--- config.mk ---
export PLATFORM = sky130hd
export DESIGN_NAME = sbsa_top
export DESIGN_NICKNAME = d
export VERILOG_FILES = /design/src/sbsa_pkg.sv /design/src/sbsa_bit_engine.sv /design/src/sbsa_top.sv
export SDC_FILE = /design/constraint.sdc
export NUM_CORES = 1
export LEC_CHECK = 0
export BUFFER_PORTS_ARGS = -buffer_cell sky130_fd_sc_hd__buf_2
export CORE_MARGIN = 2
export CORE_UTILIZATION = 60
export CTS_CLUSTER_DIAMETER = 40
export DETAILED_ROUTE_END_ITERATION = 6
export GPL_ROUTABILITY_DRIVEN = 1
export GPL_TIMING_DRIVEN = 0
export HOLD_SLACK_MARGIN = 0.08
export PLACE_DENSITY = 0.84
export SYNTH_ARGS = -nofsm -noshare
export SYNTH_HDL_FRONTEND = slang
export SYNTH_HIERARCHICAL = 1
export SYNTH_SLANG_ARGS = --single-unit
--- constraint.sdc ---
create_clock -name sys_clk -period 3.9 [get_ports sys_clk]
set_clock_uncertainty 0.1 [all_clocks]
set_input_delay 0.78 -clock sys_clk [delete_from_list [all_inputs] [get_ports sys_clk]]
set_output_delay 0.78 -clock sys_clk [all_outputs]
set_load 0.01 [all_outputs]
--- src/sbsa_pkg.sv ---
// package: register window, status bits and bus timing of the sbsa block
//------------------------------------------------------------------------
// Functional notes
// four byte registers in one dword
// data byte: transmit on write, receive on read
// word address sent on byte write/read
// quick protocol skips word address phase
// target register write launches transaction
// target register holds address and direction
// control byte: present, busy, error, controls
// software checks present and not busy first
// software loads word, then data for write
// software writes target register last
// busy set during operation, software polls
// software checks error after busy clears
// read byte lands in data register
// missing acknowledge sets error bit
// write: start, address, word, data, stop
// read: restart, address read, byte, nack, stop
// download busy shown throughout eeprom download
// direction in bit zero, one means read
// busy clears after stop; launches ignored while busy
//------------------------------------------------------------------------
package sbsa_pkg;

  //----------------------------------------------------------------------
  // register window
  //----------------------------------------------------------------------
  localparam logic [7:0] SBSA_DATA_OFS = 8'hB0;
  localparam logic [7:0] SBSA_WORD_OFS = 8'hB1;
  localparam logic [7:0] SBSA_TGT_OFS  = 8'hB2;
  localparam logic [7:0] SBSA_CTRL_OFS = 8'hB3;
  localparam logic [7:0] SBSA_REG_RST  = 8'h00;

  // control and status byte fields
  localparam int SBSA_CS_QUICK   = 7;
  localparam int SBSA_CS_REQUEST_BUSY_FLAG = 5;
  localparam int SBSA_CS_DLBUSY  = 4;
  localparam int SBSA_CS_DETECT  = 3;
  localparam int SBSA_CS_TEST    = 2;
  localparam int SBSA_CS_ERR     = 1;
  localparam int SBSA_CS_DLERR   = 0;

  // target register: direction in bit 0
  localparam int   SBSA_TGT_DIR  = 0;
  localparam logic SBSA_DIR_READ = 1'b1;

  //----------------------------------------------------------------------
  // bus timing
  //----------------------------------------------------------------------
  localparam int SBSA_CLK_HZ  = 125_000_000;
  localparam int SBSA_SCL_HZ  = 100_000;
  // quarter bit period, rounded up so the bus never runs too fast
  localparam int SBSA_QTR_CYC =
    (SBSA_CLK_HZ + 4 * SBSA_SCL_HZ - 1) / (4 * SBSA_SCL_HZ);

  typedef enum logic [1:0] {
    SBSA_CMD_START,
    SBSA_CMD_STOP,
    SBSA_CMD_WR,
    SBSA_CMD_RD
  } sbsa_cmd_t;

endpackage : sbsa_pkg

--- src/sbsa_bit_engine.sv ---
// sbsa_bit_engine: start, stop and byte transfers on the two-wire pins
module sbsa_bit_engine #(
  parameter int QTR_CYC = sbsa_pkg::SBSA_QTR_CYC
) (
  // clock and reset
  input  wire logic                sys_clk,
  input  wire logic                nrst,
  // command side
  input  wire logic                cmd_valid,
  output logic                     cmd_ready,
  input  wire sbsa_pkg::sbsa_cmd_t cmd,
  input  wire logic [7:0]          tx_byte,
  input  wire logic                tx_ack,
  output logic                     done,
  output logic [7:0]               rx_byte,
  output logic                     rx_ack,
  // open-drain pins
  input  wire logic                scl_i,
  output logic                     scl_o,
  output logic                     scl_oe,
  input  wire logic                sda_i,
  output logic                     sda_o,
  output logic                     sda_oe
);
  import sbsa_pkg::*;

  //----------------------------------------------------------------------
  // pin synchronisers
  //----------------------------------------------------------------------
  logic [1:0] pin_in;
  logic [1:0] filt;
  assign pin_in = {sda_i, scl_i};

  for (genvar g = 0; g < 2; g++) begin : g_sync
    logic [2:0] sh_r;
    logic       f_r;
    always_ff @(posedge sys_clk or negedge nrst) begin
      if (!nrst) begin
        sh_r <= 3'h7;
        f_r  <= 1'b1;
      end else begin
        sh_r <= {sh_r[1:0], pin_in[g]};
        // a change counts once stages two and three agree
        if (sh_r[1] == sh_r[2]) f_r <= sh_r[2];
      end
    end
    assign filt[g] = f_r;
  end

  //----------------------------------------------------------------------
  // quarter-bit sequencer
  //----------------------------------------------------------------------
  logic        busy_r, done_r, smp_r, scl_oe_r, sda_oe_r;
  logic [1:0]  q_r;
  logic [15:0] cnt_r;
  logic [3:0]  bit_r;
  logic [8:0]  sh_r;
  sbsa_cmd_t   cmd_r;

  wire        is_data  = cmd_r == SBSA_CMD_WR || cmd_r == SBSA_CMD_RD;
  wire [3:0]  last_bit = is_data ? 4'h8 : 4'h0;
  wire        cnt_end  = cnt_r == 16'(QTR_CYC - 1);
  // a slave holding the clock low stretches the low phase
  wire        tick     = busy_r && cnt_end && !(q_r == 2'h1 && !filt[0]);
  wire        scl_rel  = is_data ? (q_r == 2'h1 || q_r == 2'h2)
                                 : (q_r != 2'h0);
  wire        sda_rel  = is_data ? sh_r[8]
                                 : ((cmd_r == SBSA_CMD_START) ^ q_r[1]);
  wire        accept   = cmd_valid && !busy_r;

  always_ff @(posedge sys_clk or negedge nrst) begin
    if (!nrst) begin
      busy_r <= 1'b0;
      done_r <= 1'b0;
      smp_r  <= 1'b1;
      q_r    <= 2'h0;
      cnt_r  <= 16'h0000;
      bit_r  <= 4'h0;
      sh_r   <= 9'h1FF;
      cmd_r  <= SBSA_CMD_STOP;
    end else begin
      done_r <= 1'b0;
      if (accept) begin
        busy_r <= 1'b1;
        cmd_r  <= cmd;
        q_r    <= 2'h0;
        cnt_r  <= 16'h0000;
        bit_r  <= 4'h0;
        sh_r   <= (cmd == SBSA_CMD_RD) ? {8'hFF, tx_ack} : {tx_byte, 1'b1};
      end else if (busy_r) begin
        if (!cnt_end) cnt_r <= cnt_r + 16'h0001;
        else if (tick) cnt_r <= 16'h0000;
        if (tick) begin
          q_r <= q_r + 2'h1;
          if (q_r == 2'h2) smp_r <= filt[1];
          if (q_r == 2'h3) begin
            sh_r  <= {sh_r[7:0], smp_r};
            bit_r <= bit_r + 4'h1;
            if (bit_r == last_bit) begin
              busy_r <= 1'b0;
              done_r <= 1'b1;
            end
          end
        end
      end
    end
  end

  // lines keep their last level between commands
  always_ff @(posedge sys_clk or negedge nrst) begin
    if (!nrst) begin
      scl_oe_r <= 1'b0;
      sda_oe_r <= 1'b0;
    end else if (busy_r) begin
      scl_oe_r <= !scl_rel;
      sda_oe_r <= !sda_rel;
    end
  end

  assign cmd_ready = !busy_r;
  assign done      = done_r;
  assign rx_byte   = sh_r[8:1];
  assign rx_ack    = sh_r[0];
  assign scl_o     = 1'b0;
  assign sda_o     = 1'b0;
  assign scl_oe    = scl_oe_r;
  assign sda_oe    = sda_oe_r;

endmodule : sbsa_bit_engine

--- src/sbsa_top.sv ---
// sbsa_top: software single-byte access engine for the two-wire bus
module sbsa_top #(
  parameter int QTR_CYC = sbsa_pkg::SBSA_QTR_CYC
) (
  // clock and reset
  input  wire logic        sys_clk,
  input  wire logic        nrst,
  // configuration access to the dword window
  input  wire logic        cfg_wr,
  input  wire logic        cfg_rd,
  input  wire logic [7:0]  cfg_addr,
  input  wire logic [3:0]  cfg_be,
  input  wire logic [31:0] cfg_wdata,
  output logic      [31:0] cfg_rdata,
  output logic             cfg_rvalid,
  // eeprom loader status, same clock
  input  wire logic        download_busy_flag,
  input  wire logic        download_error,
  input  wire logic        interface_detected_flag,
  // test control out
  output logic             serial_test_control,
  // open-drain bus pins
  input  wire logic        scl_i,
  output logic             scl_o,
  output logic             scl_oe,
  input  wire logic        sda_i,
  output logic             sda_o,
  output logic             sda_oe
);
  import sbsa_pkg::*;

  typedef enum logic [3:0] {
    ST_IDLE,
    ST_START,
    ST_SLA_W,
    ST_WORD,
    ST_DATA_W,
    ST_RSTART,
    ST_SLA_R,
    ST_DATA_R,
    ST_STOP
  } sbsa_state_t;

  //----------------------------------------------------------------------
  // decode helpers
  //----------------------------------------------------------------------
  function automatic logic lane_en(input logic [3:0] be,
                                   input logic [7:0] ofs);
    return be[ofs[1:0]];
  endfunction : lane_en

  function automatic logic [7:0] lane_byte(input logic [31:0] d,
                                           input logic [7:0]  ofs);
    return d[{ofs[1:0], 3'b000} +: 8];
  endfunction : lane_byte

  //----------------------------------------------------------------------
  // registers and wires
  //----------------------------------------------------------------------
  logic [7:0]  data_r, word_r, tgt_r;
  logic        quick_r, test_r, err_r, quick_run_r, pend_r;
  logic [31:0] rdata_r;
  logic        rvalid_r;
  sbsa_state_t state_r, state_nxt;
  logic        err_nxt;
  logic [7:0]  stat;

  logic        phy_ready, phy_done, phy_rx_ack;
  logic [7:0]  phy_rx, phy_tx;
  sbsa_cmd_t   phy_cmd;

  // dword window decode
  wire hit     = cfg_addr[7:2] == SBSA_DATA_OFS[7:2];
  wire busy    = state_r != ST_IDLE;
  wire wr_data = cfg_wr && hit && lane_en(cfg_be, SBSA_DATA_OFS);
  wire wr_word = cfg_wr && hit && lane_en(cfg_be, SBSA_WORD_OFS);
  wire wr_tgt  = cfg_wr && hit && lane_en(cfg_be, SBSA_TGT_OFS);
  wire wr_ctrl = cfg_wr && hit && lane_en(cfg_be, SBSA_CTRL_OFS);

  wire [7:0] wb_data = lane_byte(cfg_wdata, SBSA_DATA_OFS);
  wire [7:0] wb_word = lane_byte(cfg_wdata, SBSA_WORD_OFS);
  wire [7:0] wb_tgt  = lane_byte(cfg_wdata, SBSA_TGT_OFS);
  wire [7:0] wb_ctrl = lane_byte(cfg_wdata, SBSA_CTRL_OFS);

  // launch on target write
  wire launch  = wr_tgt && !busy;
  wire dir_rd  = tgt_r[SBSA_TGT_DIR] == SBSA_DIR_READ;
  wire ack_chk = state_r == ST_SLA_W || state_r == ST_WORD ||
                 state_r == ST_DATA_W || state_r == ST_SLA_R;
  // missing acknowledge
  wire err_set = phy_done && ack_chk && phy_rx_ack;
  wire err_clr = (wr_ctrl && wb_ctrl[SBSA_CS_ERR]) || launch;
  wire fire    = busy && !pend_r && phy_ready;

  //----------------------------------------------------------------------
  // software registers
  //----------------------------------------------------------------------
  // data byte store
  always_ff @(posedge sys_clk or negedge nrst) begin
    if (!nrst) data_r <= SBSA_REG_RST;
    else if (phy_done && state_r == ST_DATA_R) data_r <= phy_rx;
    else if (wr_data) data_r <= wb_data;
  end

  always_ff @(posedge sys_clk or negedge nrst) begin
    if (!nrst) word_r <= SBSA_REG_RST;
    else if (wr_word) word_r <= wb_word;
  end

  // target writes while busy ignored
  always_ff @(posedge sys_clk or negedge nrst) begin
    if (!nrst) tgt_r <= SBSA_REG_RST;
    else if (launch) tgt_r <= wb_tgt;
  end

  // writable control bits
  always_ff @(posedge sys_clk or negedge nrst) begin
    if (!nrst) begin
      quick_r <= 1'b0;
      test_r  <= 1'b0;
    end else if (wr_ctrl) begin
      quick_r <= wb_ctrl[SBSA_CS_QUICK];
      test_r  <= wb_ctrl[SBSA_CS_TEST];
    end
  end

  // set wins over a same-cycle write-one clear
  assign err_nxt = err_set || (err_r && !err_clr);

  always_ff @(posedge sys_clk or negedge nrst) begin
    if (!nrst) err_r <= 1'b0;
    else err_r <= err_nxt;
  end

  // protocol choice is frozen at launch so a late write cannot
  // reshape a transaction already on the wire
  always_ff @(posedge sys_clk or negedge nrst) begin
    if (!nrst) quick_run_r <= 1'b0;
    else if (launch) quick_run_r <= quick_r;
  end

  //----------------------------------------------------------------------
  // read path
  //----------------------------------------------------------------------
  // status byte assembly
  always_comb begin
    stat                  = 8'h00;
    stat[SBSA_CS_QUICK]   = quick_r;
    stat[SBSA_CS_REQUEST_BUSY_FLAG] = busy;
    // download busy shown
    stat[SBSA_CS_DLBUSY]  = download_busy_flag;
    stat[SBSA_CS_DETECT]  = interface_detected_flag;
    stat[SBSA_CS_TEST]    = test_r;
    stat[SBSA_CS_ERR]     = err_r;
    stat[SBSA_CS_DLERR]   = download_error;
  end

  always_ff @(posedge sys_clk or negedge nrst) begin
    if (!nrst) begin
      rdata_r  <= 32'h0000_0000;
      rvalid_r <= 1'b0;
    end else begin
      rvalid_r <= cfg_rd;
      if (cfg_rd) rdata_r <= hit ? {stat, tgt_r, word_r, data_r}
                                 : 32'h0000_0000;
    end
  end

  assign cfg_rdata           = rdata_r;
  assign cfg_rvalid          = rvalid_r;
  assign serial_test_control = test_r;

  //----------------------------------------------------------------------
  // transaction sequencer
  //----------------------------------------------------------------------
  always_comb begin
    state_nxt = state_r;
    if (launch) begin
      state_nxt = ST_START;
    end else if (phy_done) begin
      case (state_r)
        // quick path skips word
        ST_START:  state_nxt = (quick_run_r && dir_rd) ? ST_SLA_R
                                                       : ST_SLA_W;
        ST_SLA_W:  state_nxt = quick_run_r ? ST_DATA_W : ST_WORD;
        // restart before read
        ST_WORD:   state_nxt = dir_rd ? ST_RSTART : ST_DATA_W;
        ST_RSTART: state_nxt = ST_SLA_R;
        ST_SLA_R:  state_nxt = ST_DATA_R;
        ST_DATA_W: state_nxt = ST_STOP;
        ST_DATA_R: state_nxt = ST_STOP;
        // busy ends after stop
        ST_STOP:   state_nxt = ST_IDLE;
        default:   state_nxt = state_r;
      endcase
      if (err_set) state_nxt = ST_STOP;
    end
  end

  always_ff @(posedge sys_clk or negedge nrst) begin
    if (!nrst) state_r <= ST_IDLE;
    else state_r <= state_nxt;
  end

  always_ff @(posedge sys_clk or negedge nrst) begin
    if (!nrst) pend_r <= 1'b0;
    else if (fire) pend_r <= 1'b1;
    else if (phy_done) pend_r <= 1'b0;
  end

  // command per phase
  assign phy_cmd = (state_r == ST_START || state_r == ST_RSTART)
                   ? SBSA_CMD_START
                   : (state_r == ST_STOP)   ? SBSA_CMD_STOP
                   : (state_r == ST_DATA_R) ? SBSA_CMD_RD
                   : SBSA_CMD_WR;

  // byte per phase
  assign phy_tx = (state_r == ST_SLA_W) ? {tgt_r[7:1], !SBSA_DIR_READ}
                : (state_r == ST_SLA_R) ? {tgt_r[7:1], SBSA_DIR_READ}
                : (state_r == ST_WORD)  ? word_r
                : data_r;

  sbsa_bit_engine #(
    .QTR_CYC (QTR_CYC)
  ) u_engine (
    .sys_clk   (sys_clk),
    .nrst      (nrst),
    .cmd_valid (busy && !pend_r),
    .cmd_ready (phy_ready),
    .cmd       (phy_cmd),
    .tx_byte   (phy_tx),
    // single byte read always ends with no acknowledge
    .tx_ack    (1'b1),
    .done      (phy_done),
    .rx_byte   (phy_rx),
    .rx_ack    (phy_rx_ack),
    .scl_i     (scl_i),
    .scl_o     (scl_o),
    .scl_oe    (scl_oe),
    .sda_i     (sda_i),
    .sda_o     (sda_o),
    .sda_oe    (sda_oe)
  );
endmodule : sbsa_top
# Word level (Yosys, flattened, before mapping)
# Cells that the tools add are included.
# totals
word_cells,146
input_bits,53
out_inout_bits,38
reg_bits,112
# classes
addsub,3
bitwise,2
n_eq_ne,20
mux,47
n_reduce_logical,49
# ops
operator,count
$mux 16,4
$mux 9,5
$mux 8,5
$mux 32,1
$mux 4,8
$pmux 4 s7,1
$logic_and 1x1->1,17
$add 16x1->16 const B,1
$eq 16x9->1 const B,1
$eq 4x3->1 const B,4
$mux 1,16
$reduce_bool 2->1,7
$eq 2x2->1 const B,5
$mux 2,5
$reduce_bool 9->1,1
$eq 4x2->1 const B,2
$logic_not 1->1,8
$logic_or 1x1->1,8
$eq 6x6->1 const B,1
$mux 3,2
$reduce_and 2->1,3
$add 4x1->4 const B,1
$eq 4x1->1 const B,1
$eq 4x4->1,1
12 further kinds,13

# Longest topological paths before layout
# logic_depth
ltp_word,9
mapped_depth,9
mapped_depth_nobuf,8

# By module
# The synthesis kept the hierarchy.
# by_module_without_submodules
mod,n_inst,area_per_inst_um2,cells_each,seq_area_each_um2
sbsa_top,1,3084.2,291,1626.6
sbsa_bit_engine,1,2387.3,243,1174.9

# Worst setup path before layout
# No wires, ideal clock.
# synth_timing
path_kind,input to register
start,in cfg_addr[6]
end,reg data_r[0]
setup_time_ns,0.125
t_arrival_ns,2.010
stages,4
required_ns,3.675
setup_slack_ns,1.665
n_path_buf,0
path_cell_list,nand4b_1 or3_1 o21ai_4 mux2_4
# synth_via
elab_chain_len,4
# synth_rtl
element,line,source
from (decl),sbsa_top.sv:11,"input wire logic [7:0] cfg_addr,"
$eq 6x6->1,sbsa_top.sv:73,wire hit = cfg_addr[7:2] == SBSA_DATA_OFS[7:2];
$logic_and 1x1->1 (2 in series),sbsa_top.sv:75,"wire wr_data = cfg_wr && hit && lane_en(cfg_be, SBSA_DATA_OFS);"
$reduce_bool 2->1 (no source line),--,
to (signal assigned),sbsa_top.sv:101,else if (phy_done && state_r == ST_DATA_R) data_r <= phy_rx;
to (signal assigned),sbsa_top.sv:102,else if (wr_data) data_r <= wb_data;
to (decl),sbsa_top.sv:60,"logic [7:0] data_r, word_r, tgt_r;"
# No other way between the ends.
# A chain may end at the register's enable or synchronous reset.

# Final worst setup path
# layout_timing
start,reg state_r[3]
end,reg u_engine.cnt_r[9]
# layout_via
elab_chain_len,5
elab_cells_between_ends,7
classes_between,1 x eq/ne; 1 x mux; 5 x reduce/logical
# layout_rtl
element,line,source
from (decl),sbsa_top.sv:64,"sbsa_state_t state_r, state_nxt;"
from (signal assigned),sbsa_top.sv:202,else state_r <= state_nxt;
$reduce_bool 4->1 (*),sbsa_top.sv:74,wire busy = state_r != ST_IDLE;
$logic_and 1x1->1 (*),sbsa_top.sv:229,".cmd_valid (busy && !pend_r),"
$logic_and 1x1->1 (*),sbsa_bit_engine.sv:69,wire accept = cmd_valid && !busy_r;
$ne 3x3->1 (no source line) or $reduce_bool 2->1 (tied branches),--,
$reduce_and 2->1 (no source line),--,
to (signal assigned),sbsa_bit_engine.sv:91,if (!cnt_end) cnt_r <= cnt_r + 16'h0001;
to (decl),sbsa_bit_engine.sv:55,logic [15:0] cnt_r;
# Mark *: on every way between the ends. The rest lies on a longest branch, timed or not.

==> impl_summary.log <==
[metrics] source-to-sink clock delay at the later pin of the worst-skew pair: 390 ps
[metrics] worst hold slack: 264 ps
[metrics] CTS Hold Buffers Added: 0
[metrics] number of vias per cell: 5.90
[metrics] number of pins exceeding their max-slew limit in the final report: 0
[metrics] reported max-cap violation count: 0
[metrics] arrival time worst endpoint: 2630 ps
[metrics] standard cell area after detailed placement: 6040 um^2
[metrics] TritonCTS buffer count: 9
[metrics] DRT antenna net count: 0
[metrics] Initial Util: 62.4%
[metrics] count of fill cells added during filler insertion: 617
[metrics] placement row count: 34
[metrics] number of DRC violations after detailed-routing iteration 0: 314
[metrics] worst vdd rail ir drop: 432 uV
[metrics] largest incremental delay on the critical path: 540 ps
[metrics] Worst Slack Setup Final: 1440 ps
[metrics] flop2flop setup slack: 1440 ps
[metrics] f_max: 0.407 GHz
[metrics] IO Pins: 91
[metrics] residual overflow from global routing: 0
[metrics] post-route setup TNS: 0 ps
[metrics] Async SR Flop Fraction: 100%
[metrics] number of buffers inserted by port buffering: 80
[metrics] endpoint kind of the worst setup timing path: flip-flop
[metrics] total number of vias: 4365
[metrics] Die Y-Extent: 99.5 um
[metrics] leading cell types by count after synthesis: 92 x sky130_fd_sc_hd__dfrtp_1, 65 x sky130_fd_sc_hd__o21ai_0, 45 x sky130_fd_sc_hd__inv_1
[metrics] portion of the clock cycle consumed by the worst path in the final layout: 63.0%
[metrics] clock transition at the register clock pins on the worst setup and hold paths after CTS: 130 ps
[metrics] pin count of the biggest net entering global routing: 71
[metrics] final setup violation count: 0
[metrics] post-synthesis cell type with the largest combined area: sky130_fd_sc_hd__dfrtp_1
[metrics] worst path required time: 4080 ps
[metrics] first-pass GRT wire length: 20700 um
[metrics] DRT Pass-1 Iters: 4
[metrics] clock period minus final worst setup slack: 2460 ps
[metrics] Ys Warns: 6
[metrics] path type of the worst min-delay path: input port to asynchronous set/reset pin
[metrics] clock tree from TritonCTS: done
[metrics] Yosys top cell area share: 42.1%
[metrics] number of hold violations in the final report: 0
[metrics] setup repair after global routing missed its margin: false
[metrics] Critical Path Start Type: flip-flop
[metrics] vias in the first global route: 4283
[metrics] cell with the largest stage delay on the worst path: sky130_fd_sc_hd__nor4_2
[metrics] sequential share of the synthesized area: 51.2%
[metrics] antenna diode count: 0
[metrics] critical register-to-register path startpoint: state_r[3]
[metrics] Avg Cell Area, Syn: 10.2 um^2
[metrics] number of instances in the synthesized netlist: 534
[metrics] slew margin rel.: 44.0%
[metrics] most common flop cell mapped by yosys: sky130_fd_sc_hd__dfrtp_1
[metrics] number of H-tree levels: 3
[metrics] pwr dens: 416 nW/um^2
[metrics] Max FO, Critical Path: 7
[metrics] GR Util All Layers: 26.0%
[metrics] number of buffers inserted by post-CTS setup repair: 0
[metrics] cts repair resizes: 0
[metrics] overall die width: 99.5 um
[metrics] cell mode on critical path: sky130_fd_sc_hd__nor2_1
[metrics] number of unique standard cell types used by synthesis: 56
[metrics] DR WL/cell: 16.6 um
[metrics] Least-Margin Pin Slew: 835 ps
[metrics] initial antenna violation count: 0
[metrics] number of placed instances, taps included: 724
[metrics] most numerous cell in the Yosys netlist: sky130_fd_sc_hd__dfrtp_1
[metrics] total power: 2.60 mW
[metrics] Core Region: 8760 um^2
[metrics] Sink Count: 111
[metrics] core utilization of the finished layout: 71.4%
[metrics] source of the critical timing path: state_r[3]
[metrics] minimum setup slack after placement: 1130 ps
[metrics] proportion of layout cells with a drive suffix above 1: 28.0%
[metrics] final cell count without fillers: 740
[metrics] detailed-placement wirelength estimate: 9060 um
[metrics] buffers from clock root to sink, at most: 2
[metrics] post-route DRC violation count: 0
[metrics] # nets final: 688
[metrics] total detailed-routing wirelength: 12300 um
[metrics] flip-flop and latch count after synthesis: 111
[metrics] Lkg Pwr: 2.92 nW
[metrics] netlist area before placement: 5470 um^2
[metrics] Layout Cell Area excl Fill: 6260 um^2
[metrics] full die area: 9900 um^2
[metrics] leading cell types by total area after synthesis: sky130_fd_sc_hd__dfrtp_1 42%, sky130_fd_sc_hd__dfstp_2 9.1%, sky130_fd_sc_hd__o21ai_0 5.9%
[metrics] number of flops mapped to enable cells by yosys: 0
[metrics] run status: finished clean
[metrics] routability cong.: 0.860
[metrics] worst setup path class: flip-flop to flip-flop
[metrics] Area growth syn-to-layout: 14.4%
[metrics] ordered cell list for the critical path: nor4_2 > nor2_1 > nor2_1 > nor3_1 > a21o_1 > a311oi_1
[metrics] clock root cell: sky130_fd_sc_hd__clkbuf_8
## placed cells by master, fill, tap and decap left out, types with 10 or more instances in the layout
cell and count:
sky130_fd_sc_hd__mux2_2 22, sky130_fd_sc_hd__dfstp_2 19, sky130_fd_sc_hd__inv_1 45, sky130_fd_sc_hd__nor2_1 26, sky130_fd_sc_hd__mux2i_1 10, sky130_fd_sc_hd__a31oi_1 10
sky130_fd_sc_hd__o21ai_0 65, sky130_fd_sc_hd__buf_2 84, sky130_fd_sc_hd__nand4_1 15, sky130_fd_sc_hd__mux2_4 16, sky130_fd_sc_hd__nand3_1 44, sky130_fd_sc_hd__clkbuf_1 18
sky130_fd_sc_hd__dfrtp_1 92, sky130_fd_sc_hd__a21oi_1 15, sky130_fd_sc_hd__nand2_1 35
## per-layer routing
metal / wire length [um] / vias to the layer above / GRT usage (%)
met1: 5340 / 2135 / 35.5
met4: 227 / 0 / 7.48
li1: - / 2063 / -
met5: 0 / - / 0
met3: 669 / 22 / 3.94
met2: 6020 / 145 / 43.7
## final timing paths
path / depth (start not counted) / endpoint
max in group asynchronous: 2 / u_engine/g_sync[0].sh_r[0]
setup reg to reg: 6 / u_engine/cnt_r[9]
min in group sys_clk: 0 / u_engine/g_sync[1].sh_r[1]
hold reg to reg: 0 / u_engine/g_sync[1].sh_r[1]
hold / removal: 1 / cfg_rdata[23]
setup / recovery: 6 / u_engine/cnt_r[9]
## logic make-up (layout without fill, tap and decap cells)
family	after synthesis	count (layout)	synth area share, %
AND/OR/NAND/NOR	163	163	16.2
AO/OA/AOI/OAI	114	114	12.2
flip-flops	111	111	51.2
buffers and inverters	77	174	6.04
multiplexers	48	48	10.7
adder cells (fa/ha/maj)	10	10	2.20
XOR/XNOR	8	8	1.28
other	3	4	0.206
## registers in the layout, indices dropped and copies added (netlist names), 2 cells and up
| name | cells |
|---|---|
| u_engine/cmd_r | 2 |
| u_engine/bit_r | 4 |
| word_r | 8 |
| u_engine/q_r | 2 |
| u_engine/g_sync.sh_r | 6 |
| cfg_rdata | 31 |
| u_engine/g_sync.f_r | 2 |
| state_r | 4 |
| u_engine/cnt_r | 16 |
| u_engine/sh_r | 9 |
| tgt_r | 8 |
| data_r | 8 |
## critical path: cells and delay by family (launching register included)
kind               cells  cell delay, ps
and+or+nand+nor        4            1330
DFF                    1             470
AOI/OAI and AO/OA      2             460
## area by class of cell
cell class / count / area (um^2) / area share [%]
clock buffer: 9 / 124 / 1.98
inverter: 45 / 169 / 2.70
multi-input combinational: 347 / 2340 / 37.4
tap: 108 / 135 / 2.16
clock inverter: 7 / 93.8 / 1.50
sequential: 111 / 2800 / 44.8
buffer: 32 / 161 / 2.58
timing repair buffer: 81 / 430 / 6.88
## report_power, final
group | switching, mW | internal [mW]
Clock | 0.448 | 0.266
Sequential | 0.112 | 1.31
Combinational | 0.269 | 0.199
Note: power is estimated with default switching activity, not from simulation.
